`src/arpm_cfg.svh`:
```
// register offsets, field positions and reset values for the reference and pin mask block
`ifndef ARPM_CFG_SVH
`define ARPM_CFG_SVH
`define ARPM_OFF_REF_CFG 12'h000
`define ARPM_OFF_MASK_LO 12'h004
`define ARPM_OFF_MASK_HI 12'h008
`define ARPM_OFF_STATUS 12'h00C
`define ARPM_REF_RESET 4'h0
`define ARPM_MASK_RESET 16'h0000
`define ARPM_LO_USED 16'h7FFF
`define ARPM_HI_USED 16'h0FFF
`define ARPM_HI_BASE 16
`define ARPM_MODE_BIT 4
`define ARPM_X2_POS_HI 3
`define ARPM_X2_POS_LO 2
`define ARPM_X2_NEG_HI 1
`define ARPM_X2_NEG_LO 0
`define ARPM_M2_NEG_BIT 2
`define ARPM_M2_POS_HI 1
`define ARPM_M2_POS_LO 0
`define ARPM_NUM_CH 28
`define ARPM_MASK_W 16
`define ARPM_LANE_BITS 8
`endif

```
`src/arpm_pkg.sv`:
```
// types shared by the reference and pin mask block
package arpm_pkg;
  typedef enum logic [1:0] {
    ARPM_POS_SUPPLY = 2'h0,
    ARPM_POS_EXT = 2'h1,
    ARPM_POS_FIXED = 2'h2,
    ARPM_POS_BAD = 2'h3
  } arpm_pos_t;
  typedef enum logic [1:0] {
    ARPM_NEG_GROUND = 2'h0,
    ARPM_NEG_EXT = 2'h1,
    ARPM_NEG_BAD = 2'h2
  } arpm_neg_t;
  typedef struct packed {
    logic valid;
    logic [4:0] channel;
  } arpm_use_t;
  typedef struct packed {
    arpm_pos_t pos;
    arpm_neg_t neg;
  } arpm_ref_t;
endpackage : arpm_pkg

```
`src/arpm_top.sv`:
```
// apb register block for converter reference select and analogue pin masks
//
// The address map and the APB interface to the registers were chosen for this implementation.
`timescale 1ns/1ps
`default_nettype none
`include "arpm_cfg.svh"
// Function
// - reset gives supply positive, ground negative
// - x2 encoding: bits3..2 positive, 1..0 negative
// - m2 encoding: bits1..0 positive select
// - m2 bit2 selects external negative
// - set mask bit isolates digital buffer
// - conversion or touch use sets bit
// - low word bits 0..14 channels
// - high word bits 0..11 channels 16..27
// - mask words read and write freely
// - converter connected to pin from first enabled clock after reset; reset disconnects it
module arpm_top #(
  parameter int NUM_CH = 28
) (
  input wire logic pclk,
  input wire logic presetn,
  input wire logic clk_en,
  input wire logic psel,
  input wire logic penable,
  input wire logic pwrite,
  input wire logic [11:0] paddr,
  input wire logic [31:0] pwdata,
  input wire logic [3:0] pstrb,
  output logic [31:0] prdata,
  output logic pready,
  output logic pslverr,
  input wire arpm_pkg::arpm_use_t chan_use,
  input wire logic auto_mask_en,
  output arpm_pkg::arpm_ref_t ref_sel,
  output logic [NUM_CH-1:0] dig_buf_off,
  output logic [NUM_CH-1:0] adc_connect
);
  import arpm_pkg::*;

  // ----------------------------------------------------------
  // parameter check
  // ----------------------------------------------------------
  // the mask words carry channels 0..27 only; any other count is refused with an elaboration error
  if (NUM_CH != `ARPM_NUM_CH) begin : g_bad_num_ch
    $error("arpm_top: NUM_CH must be 28");
  end

  // ----------------------------------------------------------
  // register state
  // ----------------------------------------------------------
  logic [4:0] ref_cfg_r;
  logic [4:0] ref_cfg_nxt;
  logic [15:0] mask_lo_r;
  logic [15:0] mask_lo_nxt;
  logic [15:0] mask_hi_r;
  logic [15:0] mask_hi_nxt;
  logic [31:0] prdata_r;
  logic [31:0] prdata_nxt;
  logic pslverr_r;
  logic pslverr_nxt;
  arpm_ref_t ref_r;
  arpm_ref_t ref_nxt;
  logic [NUM_CH-1:0] buf_off_r;
  logic [NUM_CH-1:0] buf_off_nxt;
  logic [15:0] auto_lo;
  logic [15:0] auto_hi;
  logic acc;
  logic wr;
  logic mapped;
  logic setup;
  logic ref_hit;
  logic lo_hit;
  logic hi_hit;
  logic [`ARPM_MASK_W-1:0] lo_written;
  logic [`ARPM_MASK_W-1:0] hi_written;
  logic pready_nxt;
  logic [NUM_CH-1:0] adc_connect_nxt;

  // ----------------------------------------------------------
  // bus decode
  // ----------------------------------------------------------
  // keep clk_en high across a transfer: a frozen pready would let the
  // master finish an access that the registers never took
  assign setup = psel & ~penable;
  assign acc = psel & penable;
  assign wr = acc & pwrite;
  assign ref_hit = wr && (paddr == `ARPM_OFF_REF_CFG) && pstrb[0];
  assign lo_hit = wr && (paddr == `ARPM_OFF_MASK_LO);
  assign hi_hit = wr && (paddr == `ARPM_OFF_MASK_HI);

  always_comb begin
    unique case (paddr)
      `ARPM_OFF_REF_CFG,
      `ARPM_OFF_MASK_LO,
      `ARPM_OFF_MASK_HI,
      `ARPM_OFF_STATUS: mapped = 1'b1;
      default: mapped = 1'b0;
    endcase
  end

  // ----------------------------------------------------------
  // automatic mask setting
  // ----------------------------------------------------------
  always_comb begin
    auto_lo = 16'h0000;
    auto_hi = 16'h0000;
    if (chan_use.valid && auto_mask_en) begin
      if (chan_use.channel < 5'(`ARPM_HI_BASE)) begin
        auto_lo[chan_use.channel[3:0]] = 1'b1;
      end else begin
        auto_hi[chan_use.channel[3:0]] = 1'b1;
      end
    end
    auto_lo = auto_lo & `ARPM_LO_USED;
    auto_hi = auto_hi & `ARPM_HI_USED;
  end

  // ----------------------------------------------------------
  // register next values
  // ----------------------------------------------------------
  always_comb begin
    ref_cfg_nxt = ref_cfg_r;
    mask_lo_nxt = mask_lo_r;
    mask_hi_nxt = mask_hi_r;
    if (ref_hit) begin
      ref_cfg_nxt = pwdata[4:0];
    end
    mask_lo_nxt = (lo_written | auto_lo) & `ARPM_LO_USED;
    mask_hi_nxt = (hi_written | auto_hi) & `ARPM_HI_USED;
  end

  // one lane merge per mask word keeps strobe handling in one place
  // byte-lane writes
  arpm_lane_wr #(
    .WIDTH(`ARPM_MASK_W)
  ) u_lo_wr (
    .old_val(mask_lo_r),
    .new_val(pwdata[`ARPM_MASK_W-1:0]),
    .lane_en(pstrb[`ARPM_MASK_W/`ARPM_LANE_BITS-1:0]),
    .hit(lo_hit),
    .merged(lo_written)
  );

  arpm_lane_wr #(
    .WIDTH(`ARPM_MASK_W)
  ) u_hi_wr (
    .old_val(mask_hi_r),
    .new_val(pwdata[`ARPM_MASK_W-1:0]),
    .lane_en(pstrb[`ARPM_MASK_W/`ARPM_LANE_BITS-1:0]),
    .hit(hi_hit),
    .merged(hi_written)
  );

  // ----------------------------------------------------------
  // read path
  // ----------------------------------------------------------
  always_comb begin
    prdata_nxt = 32'h0000_0000;
    pslverr_nxt = 1'b0;
    // unmapped refused
    // decoded in the setup cycle so data and error stand with pready
    if (setup && !mapped) begin
      pslverr_nxt = 1'b1;
    end
    if (setup && !pwrite) begin
      unique case (paddr)
        `ARPM_OFF_REF_CFG: prdata_nxt = {27'h0, ref_cfg_r};
        `ARPM_OFF_MASK_LO: prdata_nxt = {16'h0, mask_lo_r};
        `ARPM_OFF_MASK_HI: prdata_nxt = {16'h0, mask_hi_r};
        `ARPM_OFF_STATUS: prdata_nxt = {28'h0, ref_r.pos, ref_r.neg};
        default: prdata_nxt = 32'h0000_0000;
      endcase
    end
  end

  // ----------------------------------------------------------
  // reference decode
  // ----------------------------------------------------------
  always_comb begin
    // reserved codes pass through as bad; the analogue side must not trust them
    if (ref_cfg_r[`ARPM_MODE_BIT]) begin
      unique case (ref_cfg_r[`ARPM_M2_POS_HI:`ARPM_M2_POS_LO])
        2'h0: ref_nxt.pos = ARPM_POS_SUPPLY;
        2'h2: ref_nxt.pos = ARPM_POS_EXT;
        2'h3: ref_nxt.pos = ARPM_POS_FIXED;
        default: ref_nxt.pos = ARPM_POS_BAD;
      endcase
      ref_nxt.neg = ref_cfg_r[`ARPM_M2_NEG_BIT] ? ARPM_NEG_EXT : ARPM_NEG_GROUND;
    end else begin
      unique case (ref_cfg_r[`ARPM_X2_POS_HI:`ARPM_X2_POS_LO])
        2'h0: ref_nxt.pos = ARPM_POS_SUPPLY;
        2'h1: ref_nxt.pos = ARPM_POS_EXT;
        2'h2: ref_nxt.pos = ARPM_POS_FIXED;
        default: ref_nxt.pos = ARPM_POS_BAD;
      endcase
      unique case (ref_cfg_r[`ARPM_X2_NEG_HI:`ARPM_X2_NEG_LO])
        2'h0: ref_nxt.neg = ARPM_NEG_GROUND;
        2'h1: ref_nxt.neg = ARPM_NEG_EXT;
        default: ref_nxt.neg = ARPM_NEG_BAD;
      endcase
    end
  end

  // ----------------------------------------------------------
  // pin control
  // ----------------------------------------------------------
  // bit 15 of the low word carries no channel and always reads zero
  always_comb begin
    buf_off_nxt = {mask_hi_r[NUM_CH-`ARPM_HI_BASE-1:0], mask_lo_r[`ARPM_HI_BASE-1:0]};
  end

  // ----------------------------------------------------------
  // flip-flops
  // ----------------------------------------------------------
  always_ff @(posedge pclk or negedge presetn) begin
    if (!presetn) begin
      ref_cfg_r <= {1'b0, `ARPM_REF_RESET};
      ref_r <= {ARPM_POS_SUPPLY, ARPM_NEG_GROUND};
      mask_lo_r <= `ARPM_MASK_RESET;
      mask_hi_r <= `ARPM_MASK_RESET;
      prdata_r <= 32'h0000_0000;
      pslverr_r <= 1'b0;
      buf_off_r <= '0;
    end else if (clk_en) begin
      ref_cfg_r <= ref_cfg_nxt;
      ref_r <= ref_nxt;
      mask_lo_r <= mask_lo_nxt;
      mask_hi_r <= mask_hi_nxt;
      prdata_r <= prdata_nxt;
      pslverr_r <= pslverr_nxt;
      buf_off_r <= buf_off_nxt;
    end
  end

  // ----------------------------------------------------------
  // bus handshake and converter connection
  // ----------------------------------------------------------
  // the answer is registered in the setup cycle, so pready is high
  // in the first access cycle together with the read data
  always_comb begin
    pready_nxt = setup;
    adc_connect_nxt = '1;
  end

  always_ff @(posedge pclk or negedge presetn) begin
    if (!presetn) begin
      pready <= 1'b0;
      adc_connect <= '0;
    end else if (clk_en) begin
      pready <= pready_nxt;
      adc_connect <= adc_connect_nxt;
    end
  end

  assign prdata = prdata_r;
  assign pslverr = pslverr_r;
  assign ref_sel = ref_r;
  assign dig_buf_off = buf_off_r;
endmodule : arpm_top

// ----------------------------------------------------------
// byte-lane merge
// ----------------------------------------------------------
// lanes without a strobe keep their old bits, so software can update
// one byte of a mask word without a read-modify-write on the bus
module arpm_lane_wr #(
  parameter int WIDTH = 16
) (
  input wire logic [WIDTH-1:0] old_val,
  input wire logic [WIDTH-1:0] new_val,
  input wire logic [(WIDTH/`ARPM_LANE_BITS)-1:0] lane_en,
  input wire logic hit,
  output logic [WIDTH-1:0] merged
);
  import arpm_pkg::*;
  localparam int LB = `ARPM_LANE_BITS;
  localparam int LANES = WIDTH / LB;

  if ((WIDTH % LB) != 0) begin : g_bad_width
    $error("arpm_lane_wr: WIDTH must be a whole number of bytes");
  end

  always_comb begin
    merged = old_val;
    for (int i = 0; i < LANES; i++) begin
      if (hit && lane_en[i]) begin
        merged[i*LB +: LB] = new_val[i*LB +: LB];
      end
    end
  end
endmodule : arpm_lane_wr
`default_nettype wire

```
`config.mk`:
```
export PLATFORM = sky130hd
export DESIGN_NAME = arpm_top
export DESIGN_NICKNAME = d
export VERILOG_FILES = /design/src/arpm_pkg.sv /design/src/arpm_top.sv
export VERILOG_INCLUDE_DIRS = /design/src
export SDC_FILE = /design/constraint.sdc
export NUM_CORES = 1
export LEC_CHECK = 0
export BUFFER_PORTS_ARGS = -buffer_cell sky130_fd_sc_hd__buf_2
export CORE_AREA = 2 2 100 102
export DETAILED_ROUTE_END_ITERATION = 8
export DIE_AREA = 0 0 102 104
export PLACE_DENSITY_LB_ADDON = 0.25
export SYNTH_ARGS = -nofsm -noshare
export SYNTH_HDL_FRONTEND = slang
export SYNTH_SLANG_ARGS = --single-unit
```
`constraint.sdc`:
```
create_clock -name pclk -period 2.57 [get_ports pclk]
set_input_delay 0.257 -clock pclk [delete_from_list [all_inputs] [get_ports pclk]]
set_output_delay 0.257 -clock pclk [all_outputs]
set_load 0.005 [all_outputs]
```
Yosys cells after proc, flatten, opt, wreduce, memory -nomap -nowiden
Cells that the tools add are included.
{"block": "classes", "mul": 0, "reduce_logical": 19, "addsub": 0, "bitwise_logic": 6, "div_mod_pow": 0, "eq_ne": 8, "mux": 19, "shifts": 0, "n_lt_le_gt_ge": 3}
{"operator": "$pmux 15 s4", "count": 1}
{"operator": "$mux 15", "count": 3}
{"operator": "$eq 12x4->1 const B", "count": 2}
{"operator": "$mux 12", "count": 2}
{"operator": "$mux 8", "count": 2}
{"operator": "$or 15x15->15", "count": 1}
{"operator": "$eq 12x3->1 const B", "count": 1}
{"operator": "$logic_and 1x1->1", "count": 12}
{"operator": "$logic_not 12->1", "count": 1}
{"operator": "$or 12x12->12", "count": 1}
{"operator": "$pmux 2 s3", "count": 2}
{"operator": "$mux 4", "count": 2}
{"operator": "$mux 7", "count": 1}
{"operator": "$eq 2x2->1 const B", "count": 3}
{"operator": "$lt 4x5->1 const B", "count": 1}
{"operator": "$lt 5x5->1 const B", "count": 1}
{"operator": "$demux 1 s4", "count": 1}
{"operator": "$eq 2x1->1 const B", "count": 2}
{"operator": "$ge 4x1->1 const B", "count": 1}
{"operator": "$logic_not 2->1", "count": 2}
{"operator": "$mux 1", "count": 4}
{"operator": "$pmux 2 s2", "count": 1}
{"operator": "$reduce_or 4->1", "count": 1}
{"operator": "$and 1x1->1", "count": 3}
{"operator": "3 further kinds", "count": 4}
{"block": "totals", "ram_bits": 0, "rom_bits": 0, "wordCells": 65, "memories": 0, "latch_bits": 0, "reg_bits": 98, "output_inout_bits": 94}

Longest topological paths before layout
{"block": "depth", "word_depth": 7, "depth_mapped": 6}

Modules after synthesis
A second synthesis with hierarchy kept.
{"block": "hier_totals", "cells_unflattened": 387, "area_unflattened_um2": 4286.6}
{"mod": "arpm_top", "cells_each": 351, "instances": 1, "seq_area_each_um2": 2026.9, "area_per_inst_um2": 3901.2}
{"mod": "arpm_lane_wr", "cells_each": 18, "instances": 2, "seq_area_each_um2": 0.0, "area_per_inst_um2": 192.7}

Worst setup path before layout
OpenSTA, ideal clock, no wires.
{"block": "synth_timing", "path_kind": "input to register", "startpoint": "input port paddr[11]", "endpoint": "register mask_hi_r[10]", "setup_time_ns": 0.132, "path_slack_ns": 0.768, "t_arrival_ns": 1.670, "required_ns": 2.438, "stages": 6, "n_path_buf": 2, "cell_sequence": "or4_1 > buf_4 > or3_1 > buf_6 > o31ai_4 > nand3_1"}
{"block": "synth_between", "elab_chain_len": 5}
{"element": "from (decl)", "line": "arpm_top.sv:27", "source": "input wire logic [11:0] paddr,"}
{"element": "$eq 12x4->1"}
{"element": "$logic_and 1x1->1", "line": "arpm_top.sv:90", "source": "assign hi_hit = wr && (paddr == `ARPM_OFF_MASK_HI);"}
{"element": "$logic_and 1x1->1", "line": "arpm_top.sv:287", "source": "if (hit && lane_en[i]) begin"}
{"element": "$mux 4", "line": "arpm_top.sv:287"}
{"element": "$or 12x12->12", "line": "arpm_top.sv:130", "source": "mask_hi_nxt = (hi_written | auto_hi) & `ARPM_HI_USED;"}
{"element": "to (signal assigned)", "line": "arpm_top.sv:221", "source": "mask_hi_r <= `ARPM_MASK_RESET;"}
{"element": "to (signal assigned)", "line": "arpm_top.sv:229", "source": "mask_hi_r <= mask_hi_nxt;"}
{"element": "to (decl)", "line": "arpm_top.sv:56", "source": "logic [15:0] mask_hi_r;"}
No other way between the ends.
A chain may end at the register's enable or synchronous reset.

Final worst setup path
Same ends and word-level chain as after synthesis.

==> summary.md <==
| Metric | Value |
|---|---|
| Final wirelength | `10100 µm` |
| Final slew viol count | `0` |
| Crit path max fanout | `9` |
| Grt total ovfl | `0` |
| Rows | `36` |
| Status | `complete, no violations` |
| Initial Utilization | `43.5%` |
| Critical Path Sink Type | `register` |
| Hold Crit Class | `in -> reg` |
| Post-route clock period utilization | `72.0%` |
| DRC | `0` |
| Skew final | `0.0127 ns` |
| Area contributors post-synth | `dfrtp_1, buf_4, mux2_2` |
| #FFs+latches synth | `81` |
| Fillers | `915` |
| Antenna violations before repair | `1` |
| Drt via density | `5.29` |
| I/O pin count | `155` |
| Final core utilization | `50.5%` |
| CTS H-tree depth | `3` |
| Top FF cell, synth | `dfrtp_1` |
| Die area | `10600 µm²` |
| DR vias | `3133` |
| Initial drt markers | `137` |
| CP required | `2.81 ns` |
| CTS Sinks | `81` |
| Pin count of the biggest net entering global routing | `51` |
| Power density cells | `599 nW/µm²` |
| Proportion of synthesized chip area in sequential cells | `48.8%` |
| Total track usage | `19.5%` |
| Wire per inst | `17.0 µm` |
| CTS tree | `done` |
| Place WS | `0.357 ns` |
| Die Y-Extent | `104 µm` |
| First drt pass iteration count | `5` |
| Min Tclk post-route | `1.85 ns` |
| Mapped Cells | `366` |
| Core footprint | `9550 µm²` |
| Fin worst setup slack | `0.720 ns` |
| Total negative slack | `0 ns` |
| Most instantiated library cell after synthesis | `dfrtp_1` |
| Post-Syn Area | `4150 µm²` |
| Max IR drop VDD | `278 µV` |
| Die W | `102 µm` |
| Layout net count | `516` |
| Skew-Pair Late Insertion Delay | `0.37 ns` |
| Ratio of cells with drive above 1 in the final layout | `39.3%` |
| Detail Route Antenna Nets | `0` |
| CTS resizes | `0` |
| Number of global-route vias before repair | `3030` |
| EDFF count, synth | `0` |
| Top-area cell type share of the netlist area | `48.8%` |
| Post-synth top area cell | `dfrtp_1` |
| Bufs on Longest Clock Path | `2` |
| DP HPWL | `7420 µm` |
| Max-cap violations | `0` |
| Leakage | `2.39 nW` |
| Normalized max-slew margin | `49.1%` |
| Reg clk slew, reported paths | `0.09 ns` |
| Setup CP Type | `in -> reg` |
| Setup-failing EPs final | `0` |
| Routability Congestion | `0.822` |
| I/O Buffers | `117` |
| TritonCTS buffer count | `9` |
| Ys Warns | `0` |
| Highest Clock Rate | `0.541 GHz` |
| Startpoint Class | `input pin` |
| Cell variety after synth | `50` |
| Post-Syn Area per Cell | `11.3 µm²` |
| FFs w/ async S/R, synth | `100%` |
| Area Growth Syn to Fin | `16.1%` |
| Overall Power | `0.00289 W` |
| CP Data Arrival Time | `2.09 ns` |
| R2r setup slk | `1.24 ns` |
| Root buf cell | `clkbuf_8` |
| Least-Margin Pin Slew | `0.758 ns` |
| Setup repair after global routing missed its margin | `no` |
| First-pass GRT wire length | `15900 µm` |
| Synth cell count leaders | `dfrtp_1, buf_4, nand2_1` |
| Final Hold Fails | `0` |
-- state kept, by name, summed over array words and instances (netlist names) --
signal and count:
ref_sel 4, dig_buf_off 27, mask_lo_r 15, prdata 15, adc_connect 1, pslverr 1
mask_hi_r 12, ref_cfg_r 5, pready 1
-- cell families (layout without fill, tap and decap cells) --
family | after synthesis | after routing | synth area share, %
and+or+nand+nor | 102 | 102 | 14.9
DFF | 81 | 81 | 48.8
AOI/OAI and AO/OA | 71 | 71 | 12.8
buffers and inverters | 69 | 144 | 11.0
muxes | 40 | 40 | 11.8
adders and majority gates | 2 | 2 | 0.603
other | 1 | 19 | 0.0903
-- power breakdown --
group / total (W) / internal [W] / leakage [nW] / switching [W]
Clock: 0.00106 / 0.000577 / 0.113 / 0.000484
Sequential: 0.00147 / 0.00139 / 1.08 / 0.0000834
Combinational: 0.000352 / 0.000168 / 1.19 / 0.000184
-- worst max-delay path, stage by stage --
cell,delay (ns)
buf_2,0.10
or4_1,0.76
or3_1,0.65
o31ai_4,0.24
nand3_1,0.09
-- metal layers --
| layer | global-route usage (%) | vias up | share of wire, % |
|---|---|---|---|
| li1 | - | 1471 | - |
| met1 | 26.0 | 1564 | 44 |
| met2 | 30.8 | 84 | 50 |
| met3 | 4.97 | 14 | 5.1 |
| met4 | 6.76 | 0 | 1.7 |
| met5 | 0 | - | 0 |
-- cells in the final DEF (no fill, tap or decap), types with 2 or more instances in the layout --
master	synthesis	final
buf_2	1	116
dfrtp_1	81	81
nand2_1	30	30
mux2_2	27	27
a32oi_1	20	20
conb_1	1	18
o21ai_1	15	15
nor3_1	11	11
nand3_1	10	10
o21ai_0	10	10
clkbuf_8	0	10
nor2_1	9	9
nor2b_1	9	9
inv_1	6	6
a221o_1	6	6
a32o_1	5	5
mux2_1	5	5
mux2i_1	4	4
a31oi_1	4	4
mux4_2	4	4
buf_4	46	4
a21oi_1	3	3
nand2b_1	3	3
nor4b_1	3	3
and3_1	3	3
nor3_2	3	3
nor4_1	3	3
a22o_1	3	3
or4_4	2	2
or4_1	2	2
nor4_4	2	2
nand3b_1	2	2
ha_1	2	2
bufinv_16	0	2
-- layout make-up --
type | instances | area, µm² | share of cell area, %
Antenna cell | 1 | 2.50 | 0.0519
Clock buffer | 10 | 138 | 2.86
Clock inverter | 6 | 90.1 | 1.87
Inverter | 6 | 22.5 | 0.467
Multi-Input combinational cell | 233 | 1730 | 36.0
Sequential cell | 81 | 2030 | 42.1
Tap cell | 133 | 166 | 3.45
Timing Repair Buffer | 122 | 641 | 13.3
-- what timing repair did --
action,in CTS,in global routing
buffers inserted,0,0
hold endpoints to repair,49,0
hold buffers,1,0
-- path summary, 6_finish.rpt --
path / startpoint / end / cells after the start
worst max register to register: ref_sel[3] / prdata[3] / 2
min in group asynchronous: presetn / dig_buf_off[0] / 2
worst max-delay path: paddr[11] / mask_hi_r[10] / 5
max in group asynchronous: presetn / mask_hi_r[2] / 3
worst min-delay path: pwdata[3] / ref_cfg_r[3] / 2
worst min register to register: prdata[8] / prdata[8] / 2
-- stage by stage --
step / hold WS (ns) / cell area (µm²) / std cells
floorplan: -0.0386 / 4220 / 383
global placement: 0.323 / 4580 / 574
detailed placement: 0.333 / 4580 / 574
CTS: 0.149 / 4820 / 591
global route: 0.138 / 4820 / 591
finish: 0.149 / 4820 / 592
Power figures use the tool's default switching activity.
